`src/timer_consts.svh`:
```
// Purpose: Port addresses, bit positions and fixed values of the timer.
// Assumes: Included by bare name from design files.
// Notes: Definitions only.
`ifndef TIMER_CONSTS_SVH
`define TIMER_CONSTS_SVH
// ==========================================================
// I/O port addresses
`define PORT_TICK_CNT 16'h0040
`define PORT_TONE_CNT 16'h0042
`define PORT_CTL_A 16'h0043
`define PORT_WD_CNT 16'h0044
`define PORT_CTL_B 16'h0047
`define PORT_SYS_B 16'h0061
`define PORT_SYS_A 16'h0092
// ==========================================================
// Field positions and codes
`define SYSB_GATE2 0
`define SYSB_SPKEN 1
`define SYSB_OUT2 5
`define SYSB_CLRIRQ 7
`define SYSA_WDTO 4
`define SEL_TICK 2'h0
`define SEL_TONE 2'h2
`define SEL_WD 2'h0
`define RW_FIELD_LATCH 2'h0
`define RW_FIELD_LO 2'h1
`define IRQ0_VEC 8'h08
`define RD_UNMAPPED 8'hFF
`define WD_CTL_TAIL 4'h0
`endif

```
`src/timer_pkg.sv`:
```
// Purpose: Types shared by the timer channels.
// Assumes: None.
// Notes: Mode codes 6 and 7 fold onto 2 and 3 when written.
package timer_pkg;
    typedef enum logic [1:0] {
        RW_LATCH = 2'h0,
        RW_LO = 2'h1,
        RW_HI = 2'h2,
        RW_LOHI = 2'h3
    } rw_t;
    typedef enum logic [2:0] {
        MODE_TC = 3'h0,
        MODE_ONESHOT = 3'h1,
        MODE_RATE = 3'h2,
        MODE_SQUARE = 3'h3,
        MODE_SWSTROBE = 3'h4,
        MODE_HWSTROBE = 3'h5
    } mode_t;
endpackage

```
`src/pin_sync.sv`:
```
// Purpose: Two-flop synchroniser with rising edge pulse.
// Assumes: Pin is asynchronous to clk_sys.
// Notes: Edge is taken from the second and third flops only.
`timescale 1ns/10ps
module pin_sync (
    input wire logic clk_sys, // System clock
    input wire logic srst, // Synchronous reset
    input wire logic ce, // Clock enable
    input wire logic pin, // Asynchronous input
    output logic rise // One-cycle pulse on rising edge
);
    logic s1_r;
    logic s2_r;
    logic s3_r;
    // ==========================================================
    // Synchroniser chain
    always_ff @(posedge clk_sys) begin
        if (srst) begin
            s1_r <= 1'b0;
            s2_r <= 1'b0;
            s3_r <= 1'b0;
        end else if (ce) begin
            s1_r <= pin;
            s2_r <= s1_r;
            s3_r <= s2_r;
        end
    end
    assign rise = ce & s2_r & ~s3_r;
endmodule

```
`src/timer_channel.sv`:
```
// Purpose: One presettable down counter with six counting modes.
// Assumes: cnt_tick is a one-cycle pulse per counting clock.
// Notes: W is 16 or 8; W=8 is driven with low-byte binary mode 0 only.
`timescale 1ns/10ps
module timer_channel
    import timer_pkg::*;
#(
    parameter int W = 16
) (
    input wire logic clk_sys, // System clock
    input wire logic srst, // Synchronous reset
    input wire logic ce, // Clock enable
    input wire logic cnt_tick, // Counting clock pulse
    input wire logic gate, // Gate level
    input wire logic ctl_wr, // Control byte strobe
    input wire logic [5:0] ctl_data, // Control bits 5-0
    input wire logic cnt_wr, // Count byte write strobe
    input wire logic cnt_rd, // Count byte read strobe
    input wire logic [7:0] wdata, // Written byte
    output logic [7:0] rdata, // Byte that a read returns
    output logic out // Channel output
);
    localparam logic [W-1:0] ONE = W'(1);
    localparam logic [W-1:0] TWO = W'(2);
    mode_t mode_r;
    rw_t rw_r;
    logic bcd_r;
    logic [W-1:0] cr_r;
    logic [W-1:0] cnt_r;
    logic [W-1:0] ol_r;
    logic latched_r, load_r, have_r, run_r, out_r;
    logic wlo_r, rlo_r, gate_d_r, trig_r;

    // BCD-aware decrement by one
    function automatic logic [W-1:0] dec1(input logic [W-1:0] v,
                                          input logic bcd);
        logic [W-1:0] r;
        logic brw;
        r = v;
        brw = 1'b1;
        if (!bcd) begin
            r = v - ONE;
        end else begin
            for (int i = 0; i < W / 4; i++) begin
                if (brw) begin
                    if (r[4*i+:4] == 4'h0) begin
                        r[4*i+:4] = 4'h9;
                    end else begin
                        r[4*i+:4] = r[4*i+:4] - 4'h1;
                        brw = 1'b0;
                    end
                end
            end
        end
        return r;
    endfunction

    // ==========================================================
    // Decode of control and count bytes
    wire is_latch = ctl_data[5:4] == RW_LATCH;
    // Codes x10 and x11 fold onto modes 2 and 3
    wire [2:0] mode_in = ctl_data[3:1];
    wire [2:0] mode_fold = ctl_data[2] ? {2'h1, ctl_data[1]} : mode_in;
    wire wr_hi = rw_r == RW_HI || (rw_r == RW_LOHI && wlo_r);
    wire wr_done = cnt_wr && (rw_r != RW_LOHI || wlo_r);
    wire rd_hi = rw_r == RW_HI || (rw_r == RW_LOHI && rlo_r);
    wire rd_done = cnt_rd && (rw_r != RW_LOHI || rlo_r);
    wire [15:0] cr16 = 16'(cr_r);
    wire [15:0] cr_wr16 = (rw_r == RW_HI) ? {wdata, 8'h00} :
                          wr_hi ? {wdata, cr16[7:0]} : {8'h00, wdata};
    wire [15:0] rd16 = 16'(latched_r ? ol_r : cnt_r);
    wire [W-1:0] nxt1 = dec1(cnt_r, bcd_r);
    wire [W-1:0] nxt2 = dec1(nxt1, bcd_r);
    wire [W-1:0] cr_even = {cr_r[W-1:1], 1'b0};
    wire m0 = mode_r == MODE_TC;
    wire m4 = mode_r == MODE_SWSTROBE;
    wire m1 = mode_r == MODE_ONESHOT;
    wire m5 = mode_r == MODE_HWSTROBE;
    wire m2 = mode_r == MODE_RATE;
    wire m3 = mode_r == MODE_SQUARE;
    assign rdata = rd_hi ? rd16[15:8] : rd16[7:0];
    assign out = out_r;

    // ==========================================================
    // Programming, read sequencing and counting
    always_ff @(posedge clk_sys) begin
        if (srst) begin
            mode_r <= MODE_TC;
            rw_r <= RW_LO;
            bcd_r <= 1'b0;
            cr_r <= '0;
            cnt_r <= '0;
            ol_r <= '0;
            {latched_r, load_r, have_r, run_r, out_r} <= 5'h00;
            // Gate history starts high so reset makes no false trigger
            {wlo_r, rlo_r, gate_d_r, trig_r} <= 4'h2;
        end else if (ce) begin
            gate_d_r <= gate;
            if (cnt_tick) trig_r <= 1'b0;
            if (gate && !gate_d_r) trig_r <= 1'b1;
            if (ctl_wr && is_latch) begin
                if (!latched_r) begin
                    ol_r <= cnt_r;
                    latched_r <= 1'b1;
                end
            end else if (ctl_wr) begin
                mode_r <= mode_t'(mode_fold);
                rw_r <= rw_t'(ctl_data[5:4]);
                bcd_r <= ctl_data[0];
                out_r <= mode_fold != MODE_TC;
                {latched_r, load_r, have_r, run_r} <= 4'h0;
                {wlo_r, rlo_r} <= 2'h0;
            end else begin
                if (cnt_wr) begin
                    cr_r <= cr_wr16[W-1:0];
                    if (rw_r == RW_LOHI) wlo_r <= ~wlo_r;
                    if (m0) out_r <= 1'b0;
                    if (m0 && !wr_done) run_r <= 1'b0;
                    if (wr_done) begin
                        load_r <= 1'b1;
                        have_r <= 1'b1;
                    end
                end
                if (cnt_rd) begin
                    if (rw_r == RW_LOHI) rlo_r <= ~rlo_r;
                    if (rd_done) latched_r <= 1'b0;
                end
                if (!gate && (m2 || m3)) out_r <= 1'b1;
                if (cnt_tick && (m0 || m4)) begin
                    if (load_r && !cnt_wr) begin
                        cnt_r <= cr_r;
                        {load_r, run_r} <= 2'h1;
                        if (m4) out_r <= 1'b1;
                    end else if (run_r && gate) begin
                        cnt_r <= nxt1;
                        if (m0 && nxt1 == '0) out_r <= 1'b1;
                        if (m4) out_r <= nxt1 != '0;
                        if (m4 && nxt1 == '0) run_r <= 1'b0;
                    end else if (m4) begin
                        out_r <= 1'b1;
                    end
                end
                if (cnt_tick && (m1 || m5)) begin
                    if (trig_r && have_r) begin
                        cnt_r <= cr_r;
                        run_r <= 1'b1;
                        out_r <= ~m1;
                    end else if (run_r) begin
                        cnt_r <= nxt1;
                        out_r <= m1 ? nxt1 == '0 : nxt1 != '0;
                        if (nxt1 == '0) run_r <= 1'b0;
                    end else begin
                        out_r <= 1'b1;
                    end
                end
                if (cnt_tick && (m2 || m3) && have_r) begin
                    if (trig_r || (load_r && !run_r)) begin
                        cnt_r <= m3 ? cr_even : cr_r;
                        {load_r, run_r, out_r} <= 3'h3;
                    end else if (run_r && gate && m2) begin
                        cnt_r <= (cnt_r == ONE) ? cr_r : nxt1;
                        out_r <= cnt_r == ONE || nxt1 != ONE;
                        if (cnt_r == ONE) load_r <= 1'b0;
                    end else if (run_r && gate) begin
                        cnt_r <= (cnt_r <= TWO) ? cr_even : nxt2;
                        if (cnt_r <= TWO) out_r <= ~out_r;
                        if (cnt_r <= TWO) load_r <= 1'b0;
                    end
                end
            end
        end
    end
endmodule

```
`src/system_timer.sv`:
```
// Purpose: Tick, tone and watchdog timer channels on byte-wide I/O ports.
// Assumes: One I/O strobe per access; timer_clk is an async pin.
// Notes: Port 0061 bits 0,1,5,7 and port 0092 bit 4 live here too.
`timescale 1ns/10ps
`include "timer_consts.svh"

// How it works
// - Tick channel gate is always on; counts on the 1.193 MHz pin.
// - Tick request latch sets on tick rise; clears on reset, ack 08, 0061.7.
// - Tone channel gate follows port 0061 bit 0; counts on same clock.
// - Tone output is read back as port 0061 bit 5.
// - Speaker drive is tone output AND port 0061 bit 1.
// - Watchdog runs mode 0 only, 8-bit binary, no BCD.
// - Watchdog gate is the tick request; clock is inverted tick output.
// - Watchdog decrements when request still set at tick rise; zero raises NMI.
// - Watchdog timeout sets port 0092 bit 4; disabling clears it.
// - Enabled watchdog inhibits after request pends past one tick period.
// - Inhibit never asserts while the watchdog is disabled.
// - Tick and tone are 16-bit binary/BCD; watchdog is 8-bit binary.
// - Control bytes at 0043 and 0047; counts go to count ports.
// - A new count never changes the programmed mode.
// - Counts load per mode; count reads return the output latch while latched, else the live count.
// - Two-byte sequencing is kept per channel across other accesses.
// - Tick/tone formats are low only, high only, or low then high.
// - Control byte ports are write-only and read back nothing stored.
// - At 0043 bits 7-6 pick tick (00) or tone (10); bits 5-4 format.
// - Bits 3-1 pick mode 0 to 5, x10 and x11 fold; bit 0 BCD.
// - Latch command freezes count until read; repeats are ignored.
// - At 0047 bits 7-6 are 00; bits 5-4 latch or low byte only.
module system_timer
    import timer_pkg::*;
(
    input wire logic clk_sys, // System clock, 125 MHz
    input wire logic srst, // Synchronous reset, active high
    input wire logic ce, // Clock enable, freezes all state
    input wire logic timer_clk, // 1.193 MHz counting clock pin
    input wire logic [15:0] io_addr, // I/O port address
    input wire logic [7:0] io_wdata, // I/O write data
    input wire logic io_wr, // I/O write strobe
    input wire logic io_rd, // I/O read strobe
    output logic [7:0] io_rdata, // I/O read data, registered
    input wire logic inta, // Interrupt acknowledge strobe
    input wire logic [7:0] inta_vec, // Vector of that acknowledge
    input wire logic wd_enable, // Watchdog enable level
    output logic irq0, // Tick interrupt request
    output logic nmi, // Watchdog non-maskable interrupt
    output logic inhibit, // Tick/watchdog write inhibit
    output logic speaker // Speaker drive
);
    logic irq0_r;
    logic inhibit_r;
    logic nmi_r;
    logic wdto_r;
    logic gate2_r;
    logic spken_r;
    logic speaker_r;
    logic out0_d_r;
    logic wd_out_d_r;
    logic [7:0] rdata_r;
    logic clk_rise;
    logic out0;
    logic out2;
    logic wd_out;
    logic [7:0] rd_tick;
    logic [7:0] rd_tone;
    logic [7:0] rd_wd;

    // ==========================================================
    // Counting clock pin
    pin_sync u_clk_sync (
        .clk_sys(clk_sys),
        .srst(srst),
        .ce(ce),
        .pin(timer_clk),
        .rise(clk_rise)
    );

    // ==========================================================
    // Port decode
    wire acc_wr = ce & io_wr;
    wire acc_rd = ce & io_rd;
    wire hit_tick = io_addr == `PORT_TICK_CNT;
    wire hit_tone = io_addr == `PORT_TONE_CNT;
    wire hit_ctla = io_addr == `PORT_CTL_A;
    wire hit_wd = io_addr == `PORT_WD_CNT;
    wire hit_ctlb = io_addr == `PORT_CTL_B;
    wire hit_sysb = io_addr == `PORT_SYS_B;
    wire hit_sysa = io_addr == `PORT_SYS_A;
    wire [1:0] sel = io_wdata[7:6];
    wire [1:0] rwf = io_wdata[5:4];
    wire ctl_tick = acc_wr & hit_ctla & sel == `SEL_TICK;
    wire ctl_tone = acc_wr & hit_ctla & sel == `SEL_TONE;
    wire ctl_wd = acc_wr & hit_ctlb & sel == `SEL_WD &
                  (rwf == `RW_FIELD_LATCH || rwf == `RW_FIELD_LO);
    wire wr_sysb = acc_wr & hit_sysb;
    wire rd_sysb = acc_rd & hit_sysb;

    // Writes to tick and watchdog channels drop while inhibited
    wire tick_ctl_ok = ctl_tick & ~inhibit_r;
    wire tick_wr_ok = acc_wr & hit_tick & ~inhibit_r;
    wire wd_ctl_ok = ctl_wd & ~inhibit_r;
    wire wd_wr_ok = acc_wr & hit_wd & ~inhibit_r;

    // Watchdog control forced to mode 0, binary
    wire [5:0] wd_ctl_data = {rwf, `WD_CTL_TAIL};

    // ==========================================================
    // Tick channel: gate tied high
    timer_channel #(.W(16)) u_tick (
        .clk_sys(clk_sys),
        .srst(srst),
        .ce(ce),
        .cnt_tick(clk_rise),
        .gate(1'b1),
        .ctl_wr(tick_ctl_ok),
        .ctl_data(io_wdata[5:0]),
        .cnt_wr(tick_wr_ok),
        .cnt_rd(acc_rd & hit_tick),
        .wdata(io_wdata),
        .rdata(rd_tick),
        .out(out0)
    );

    // Tone channel: gate from port 0061 bit 0
    timer_channel #(.W(16)) u_tone (
        .clk_sys(clk_sys),
        .srst(srst),
        .ce(ce),
        .cnt_tick(clk_rise),
        .gate(gate2_r),
        .ctl_wr(ctl_tone),
        .ctl_data(io_wdata[5:0]),
        .cnt_wr(acc_wr & hit_tone),
        .cnt_rd(acc_rd & hit_tone),
        .wdata(io_wdata),
        .rdata(rd_tone),
        .out(out2)
    );

    // Watchdog rising tick output edge is the falling edge of its clock
    wire out0_rise = ce & out0 & ~out0_d_r;
    timer_channel #(.W(8)) u_wd (
        .clk_sys(clk_sys),
        .srst(srst),
        .ce(ce),
        .cnt_tick(out0_rise),
        .gate(irq0_r),
        .ctl_wr(wd_ctl_ok),
        .ctl_data(wd_ctl_data),
        .cnt_wr(wd_wr_ok),
        .cnt_rd(acc_rd & hit_wd),
        .wdata(io_wdata),
        .rdata(rd_wd),
        .out(wd_out)
    );
    wire wd_out_rise = ce & wd_out & ~wd_out_d_r;

    // ==========================================================
    // Tick request latch and inhibit; a set beats a clear
    wire irq_ack = inta & inta_vec == `IRQ0_VEC;
    wire irq_pclr = wr_sysb & io_wdata[`SYSB_CLRIRQ];
    wire irq_clr = irq_ack | irq_pclr;
    wire irq0_nxt = out0_rise | (irq0_r & ~irq_clr);
    wire inh_hold = inhibit_r & irq0_r & ~irq_clr;
    wire inh_nxt = wd_enable &
                   ((out0_rise & irq0_r) | inh_hold);
    wire wdto_nxt = wd_enable & (wd_out_rise | wdto_r);

    // Read data mux; control ports read as unmapped
    wire [7:0] sysb_rd = {2'h0, out2, 3'h0, spken_r, gate2_r};
    wire [7:0] sysa_rd = {3'h0, wdto_r, 4'h0};
    wire [7:0] rd_mux = hit_tick ? rd_tick :
                        hit_tone ? rd_tone :
                        hit_wd ? rd_wd :
                        hit_sysb ? sysb_rd :
                        hit_sysa ? sysa_rd : `RD_UNMAPPED;

    // ==========================================================
    // Status and port state registers
    always_ff @(posedge clk_sys) begin
        if (srst) begin
            irq0_r <= 1'b0;
            inhibit_r <= 1'b0;
            nmi_r <= 1'b0;
            wdto_r <= 1'b0;
            out0_d_r <= 1'b0;
            wd_out_d_r <= 1'b0;
        end else if (ce) begin
            irq0_r <= irq0_nxt;
            inhibit_r <= inh_nxt;
            nmi_r <= wd_enable & wd_out;
            wdto_r <= wdto_nxt;
            out0_d_r <= out0;
            wd_out_d_r <= wd_out;
        end
    end

    // Port 0061 controls, speaker and read data
    always_ff @(posedge clk_sys) begin
        if (srst) begin
            gate2_r <= 1'b0;
            spken_r <= 1'b0;
            speaker_r <= 1'b0;
            rdata_r <= 8'h00;
        end else if (ce) begin
            if (wr_sysb) gate2_r <= io_wdata[`SYSB_GATE2];
            if (wr_sysb) spken_r <= io_wdata[`SYSB_SPKEN];
            speaker_r <= out2 & spken_r;
            if (io_rd) rdata_r <= rd_mux;
        end
    end

    assign irq0 = irq0_r;
    assign inhibit = inhibit_r;
    assign nmi = nmi_r;
    assign speaker = speaker_r;
    assign io_rdata = rdata_r;
endmodule

```
`config.mk`:
```
export PLATFORM = sky130hd
export DESIGN_NAME = system_timer
export DESIGN_NICKNAME = d
export VERILOG_FILES = /design/src/timer_pkg.sv /design/src/pin_sync.sv /design/src/timer_channel.sv /design/src/system_timer.sv
export VERILOG_INCLUDE_DIRS = /design/src
export SDC_FILE = /design/constraint.sdc
export NUM_CORES = 1
export LEC_CHECK = 0
export CORE_UTILIZATION = 59
export CTS_CLUSTER_DIAMETER = 150
export DETAILED_ROUTE_END_ITERATION = 7
export DONT_BUFFER_PORTS = 1
export PLACE_DENSITY_LB_ADDON = 0.3
export RECOVER_POWER = 100
export SYNTH_ARGS = -nofsm -noshare
export SYNTH_HDL_FRONTEND = slang
export SYNTH_SLANG_ARGS = --single-unit
```
`constraint.sdc`:
```
create_clock -name clk_sys -period 3.65 [get_ports clk_sys]
set_input_delay 0.365 -clock clk_sys [delete_from_list [all_inputs] [get_ports clk_sys]]
set_output_delay 0.365 -clock clk_sys [all_outputs]
set_load 0.02 [all_outputs]
```
==> results.md <==
* Post-Synthesis Cells at 1,877
* Layout Utilization at 0.673
* Max-cap violations at 0
* Peak VDD IR at 0.352 mV
* CP endpoint kind: flip-flop
* Max H-tree Level at 4
* Synthesis-stage register bit count at 176
* Slew HR at 0.202
* Die Span Y at 151 um
* Number of port buffers at 0
* Starting Density at 0.602
* Critical R2R Launch: u_tone.cnt_r[8]
* CTS tree: done
* Net count after synthesis at 1,931
* Setup TNS Final at -9.09 ps
* CP startpoint: u_tone.cnt_r[8]
* Worst skew pair latency at 470 ps
* Critical path class: flip-flop to flip-flop
* Antenna cells at 0
* Status: finished with violations
* Mux cell area share after synthesis at 0.0554
* GR Overflow Total at 0
* Simple-Gate Fraction of Synth Area at 0.287
* M1 GR Usage at 0.666
* Synthesized area per cell at 7.00 um^2
* Final Critical Period at 3660 ps
* Cell area power density at 329 nW/um^2
* Die ar. at 22,900 um^2
* Area growth from synthesis to layout at 11.9%
* First-pass GRT wire length at 86.5 mm
* Xor/xnor cell area share of the yosys netlist at 0.0273
* Synth warn at 0
* Vias/cell at 7.38
* DP HPWL at 41.9 mm
* Routed vias at 16,200
* Met2 Usage GRT at 0.698
* Area share of fa/ha/maj cells after synthesis at 0.0133
* Grt peak-use layer: met2
* WL/cell at 26.6 um
* Min-delay src: io_wdata[4]
* Post-Syn Area at 13,100 um^2
* Final hold violation count at 0
* Final worst-path cycle share at 1.00
* Dominant synthesized flop cell: dfxtp_1
* Synth Area in Compound Gates at 0.297
* Clock buffer depth at 2
* Largest family of logic cells by synthesized area: compound AO/OA/AOI/OAI gates
* Share of layout cells above drive strength 1 at 0.112
* Setup violators final at 1
* Num CTS Buffers at 17
* Gpl congestion at 1.09
* Total GRT Usage at 0.509
* Final Skew at 22.3 ps
* Met3 GRT Util at 0.219
* DRC viols at 1
* CP Data Required Time at 3990 ps
* CP Max Fanout at 13
* Place WS at 51.4 ps
* Fill count at 1,903
* Synth unique cells at 82
* Post-Route WL at 58.4 mm
* Root Driver: clkbuf_16
* Largest net degree at the start of global routing at 157
* Top Ports at 52
* Core Rows at 54
* Detailed Routing Iterations Pass 1 at 8
* LEAKAGE at 5.00 nW
* Initial antenna violation count at 0
* Nets at 1,959
* EDFF count, synth at 0
* Synth async-reset ratio at 0
* Clk slew on worst S/H paths at 100 ps
* CP arrival at 4000 ps
* DR iter-0 viols at 2,444
* Measured slew at the worst slew-check pin at 1190 ps
* Post-DRT Antenna Nets at 0
* Vias in the first global route at 14,700
* Core Footprint at 21,800 um^2
* Post-synthesis sequential area ratio at 0.268
* Failing checks: DRC, setup timing
* Worst setup margin at -9.09 ps
* Nature of the critical path startpoint: flip-flop
* Max Slew Vio Count at 0
* Sink Count at 176
* F_max at 273 MHz
* Chip width at 151 um
* Hold WC Path Type: input pin to flip-flop
cells in the final DEF, fill, tap and decap left out, types with 8 or more instances in the layout:
master       n
clkbuf_16   17
a2111oi_0    9
a2bb2oi_1    8
nand2_1    283
and2_1      13
o22ai_1     21
o31a_1       9
or2_2       13
a22oi_1     29
o211ai_1    28
clkbuf_1    21
mux2i_1     31
nand4_1     19
o221ai_1    12
mux4_2      17
nand2b_1    22
o21ai_1      9
o2111ai_1    9
nor4_1      24
nor2b_1     12
or4_1       16
a221oi_1     9
a31oi_1     19
or3_1       14
nand3_1     93
xor2_1      12
o21a_1       8
and3_1      12
a21oi_1    222
nor2_1     184
inv_1       29
o21ai_0    107
xnor2_1     29
o31ai_1     13
dfxtp_1    176
nor3_1      68
a211oi_1    27
buf_4      130
ha_1        11
cell families (layout without fill, tap and decap cells):
group,after synthesis,in the layout
AO/OA/AOI/OAI,613,614
AND/OR/NAND/NOR,806,806
flip-flops,176,176
multiplexers,51,51
buffers and inverters,176,216
XOR/XNOR,41,41
adder cells (fa/ha/maj),14,14
report_power, final:
group / leakage (nW) / switching (mW) / internal, mW
clock network: 0.308 / 1.06 / 0.967
logic: 3.27 / 0.541 / 0.295
registers: 1.42 / 0.0326 / 1.94
synth_stat cells, types with 13 or more instances:
cell | number | area share
nand2_1 | 283 | 0.081
a21oi_1 | 222 | 0.085
nor2_1 | 184 | 0.053
dfxtp_1 | 176 | 0.27
clkbuf_1 | 135 | 0.039
o21ai_0 | 106 | 0.040
nand3_1 | 93 | 0.035
nor3_1 | 68 | 0.026
mux2i_1 | 31 | 0.024
a22oi_1 | 29 | 0.017
inv_1 | 29 | 0.0083
xnor2_1 | 29 | 0.019
o211ai_1 | 28 | 0.016
a211oi_1 | 27 | 0.015
nor4_1 | 24 | 0.011
nand2b_1 | 22 | 0.010
o22ai_1 | 21 | 0.010
a31oi_1 | 19 | 0.0091
nand4_1 | 19 | 0.0091
mux4_2 | 17 | 0.029
or4_1 | 17 | 0.0097
and2_1 | 14 | 0.0067
ha_1 | 14 | 0.013
or2_2 | 14 | 0.0067
or3_1 | 14 | 0.0067
a2111oi_0 | 13 | 0.0087
o31ai_1 | 13 | 0.0074
what timing repair did:
action	4_1_cts	5_1_grt
hold buffers	3	0
resized for setup	0	12
setup buffers	0	2
endpoints found under the hold margin	11	0
setup endpoints to repair	0	9
state kept, by name (all words and copies together) (netlist names), 2 cells and up:
| name | flops |
|---|---|
| u_wd.ol_r | 8 |
| u_tick.ol_r | 16 |
| u_tick.cr16 | 16 |
| u_tone.ol_r | 16 |
| u_wd.cr_r | 8 |
| io_rdata | 8 |
| u_tick.rw_r | 2 |
| u_wd.rw_r | 2 |
| u_tone.rw_r | 2 |
| u_tick.mode_r | 3 |
| u_tone.cr16 | 16 |
| u_tone.mode_r | 3 |
| u_tone.cnt_r | 16 |
| u_wd.cnt_r | 8 |
| u_tick.cnt_r | 16 |
critical path: stages, from the launching register on:
cell and delay, ps:
dfxtp_1 560, or3_1 450, or4_1 640, nor3b_1 290, xnor2_1 200, clkbuf_1 420, and3_1 390, a31oi_1 130
nor4_1 350, nor3_1 90
through the flow:
step	cells	area (um^2)	power (mW)	hold slack, ps
final	2198	14700	4.83	20.8
after global routing	2198	14700	4.93	17.6
after CTS	2195	14700	4.74	21.9
after detailed placement	2160	14000	2.76	441
after global placement	2160	14000	2.76	432
after floorplan	1877	13100	2.51	429
area by class of cell:
cell class,instances,area (um^2),area share
Multi-Input combinational cell,1526,8980,0.611
Sequential cell,176,3520,0.240
Timing Repair Buffer,155,1090,0.0741
Clock buffer,17,425,0.0289
Tap cell,280,350,0.0238
Clock inverter,15,215,0.0146
Inverter,29,109,0.00741
layer usage:
metal  share of wire  vias up
li1                -     6967
met3            0.17      326
met4           0.060        2
met5          0.0012        -
met2            0.39     1516
met1            0.37     7418
final timing paths:
kind,end,slack [ps],cells past startpoint
worst max-delay path,u_tone.run_r,-9,9
worst min-delay path,u_tone.rw_r[0],20,1
worst max register to register,u_tone.run_r,-9,9
worst min register to register,u_tone.ol_r[1],450,2
(Power assumes the default switching activity.)
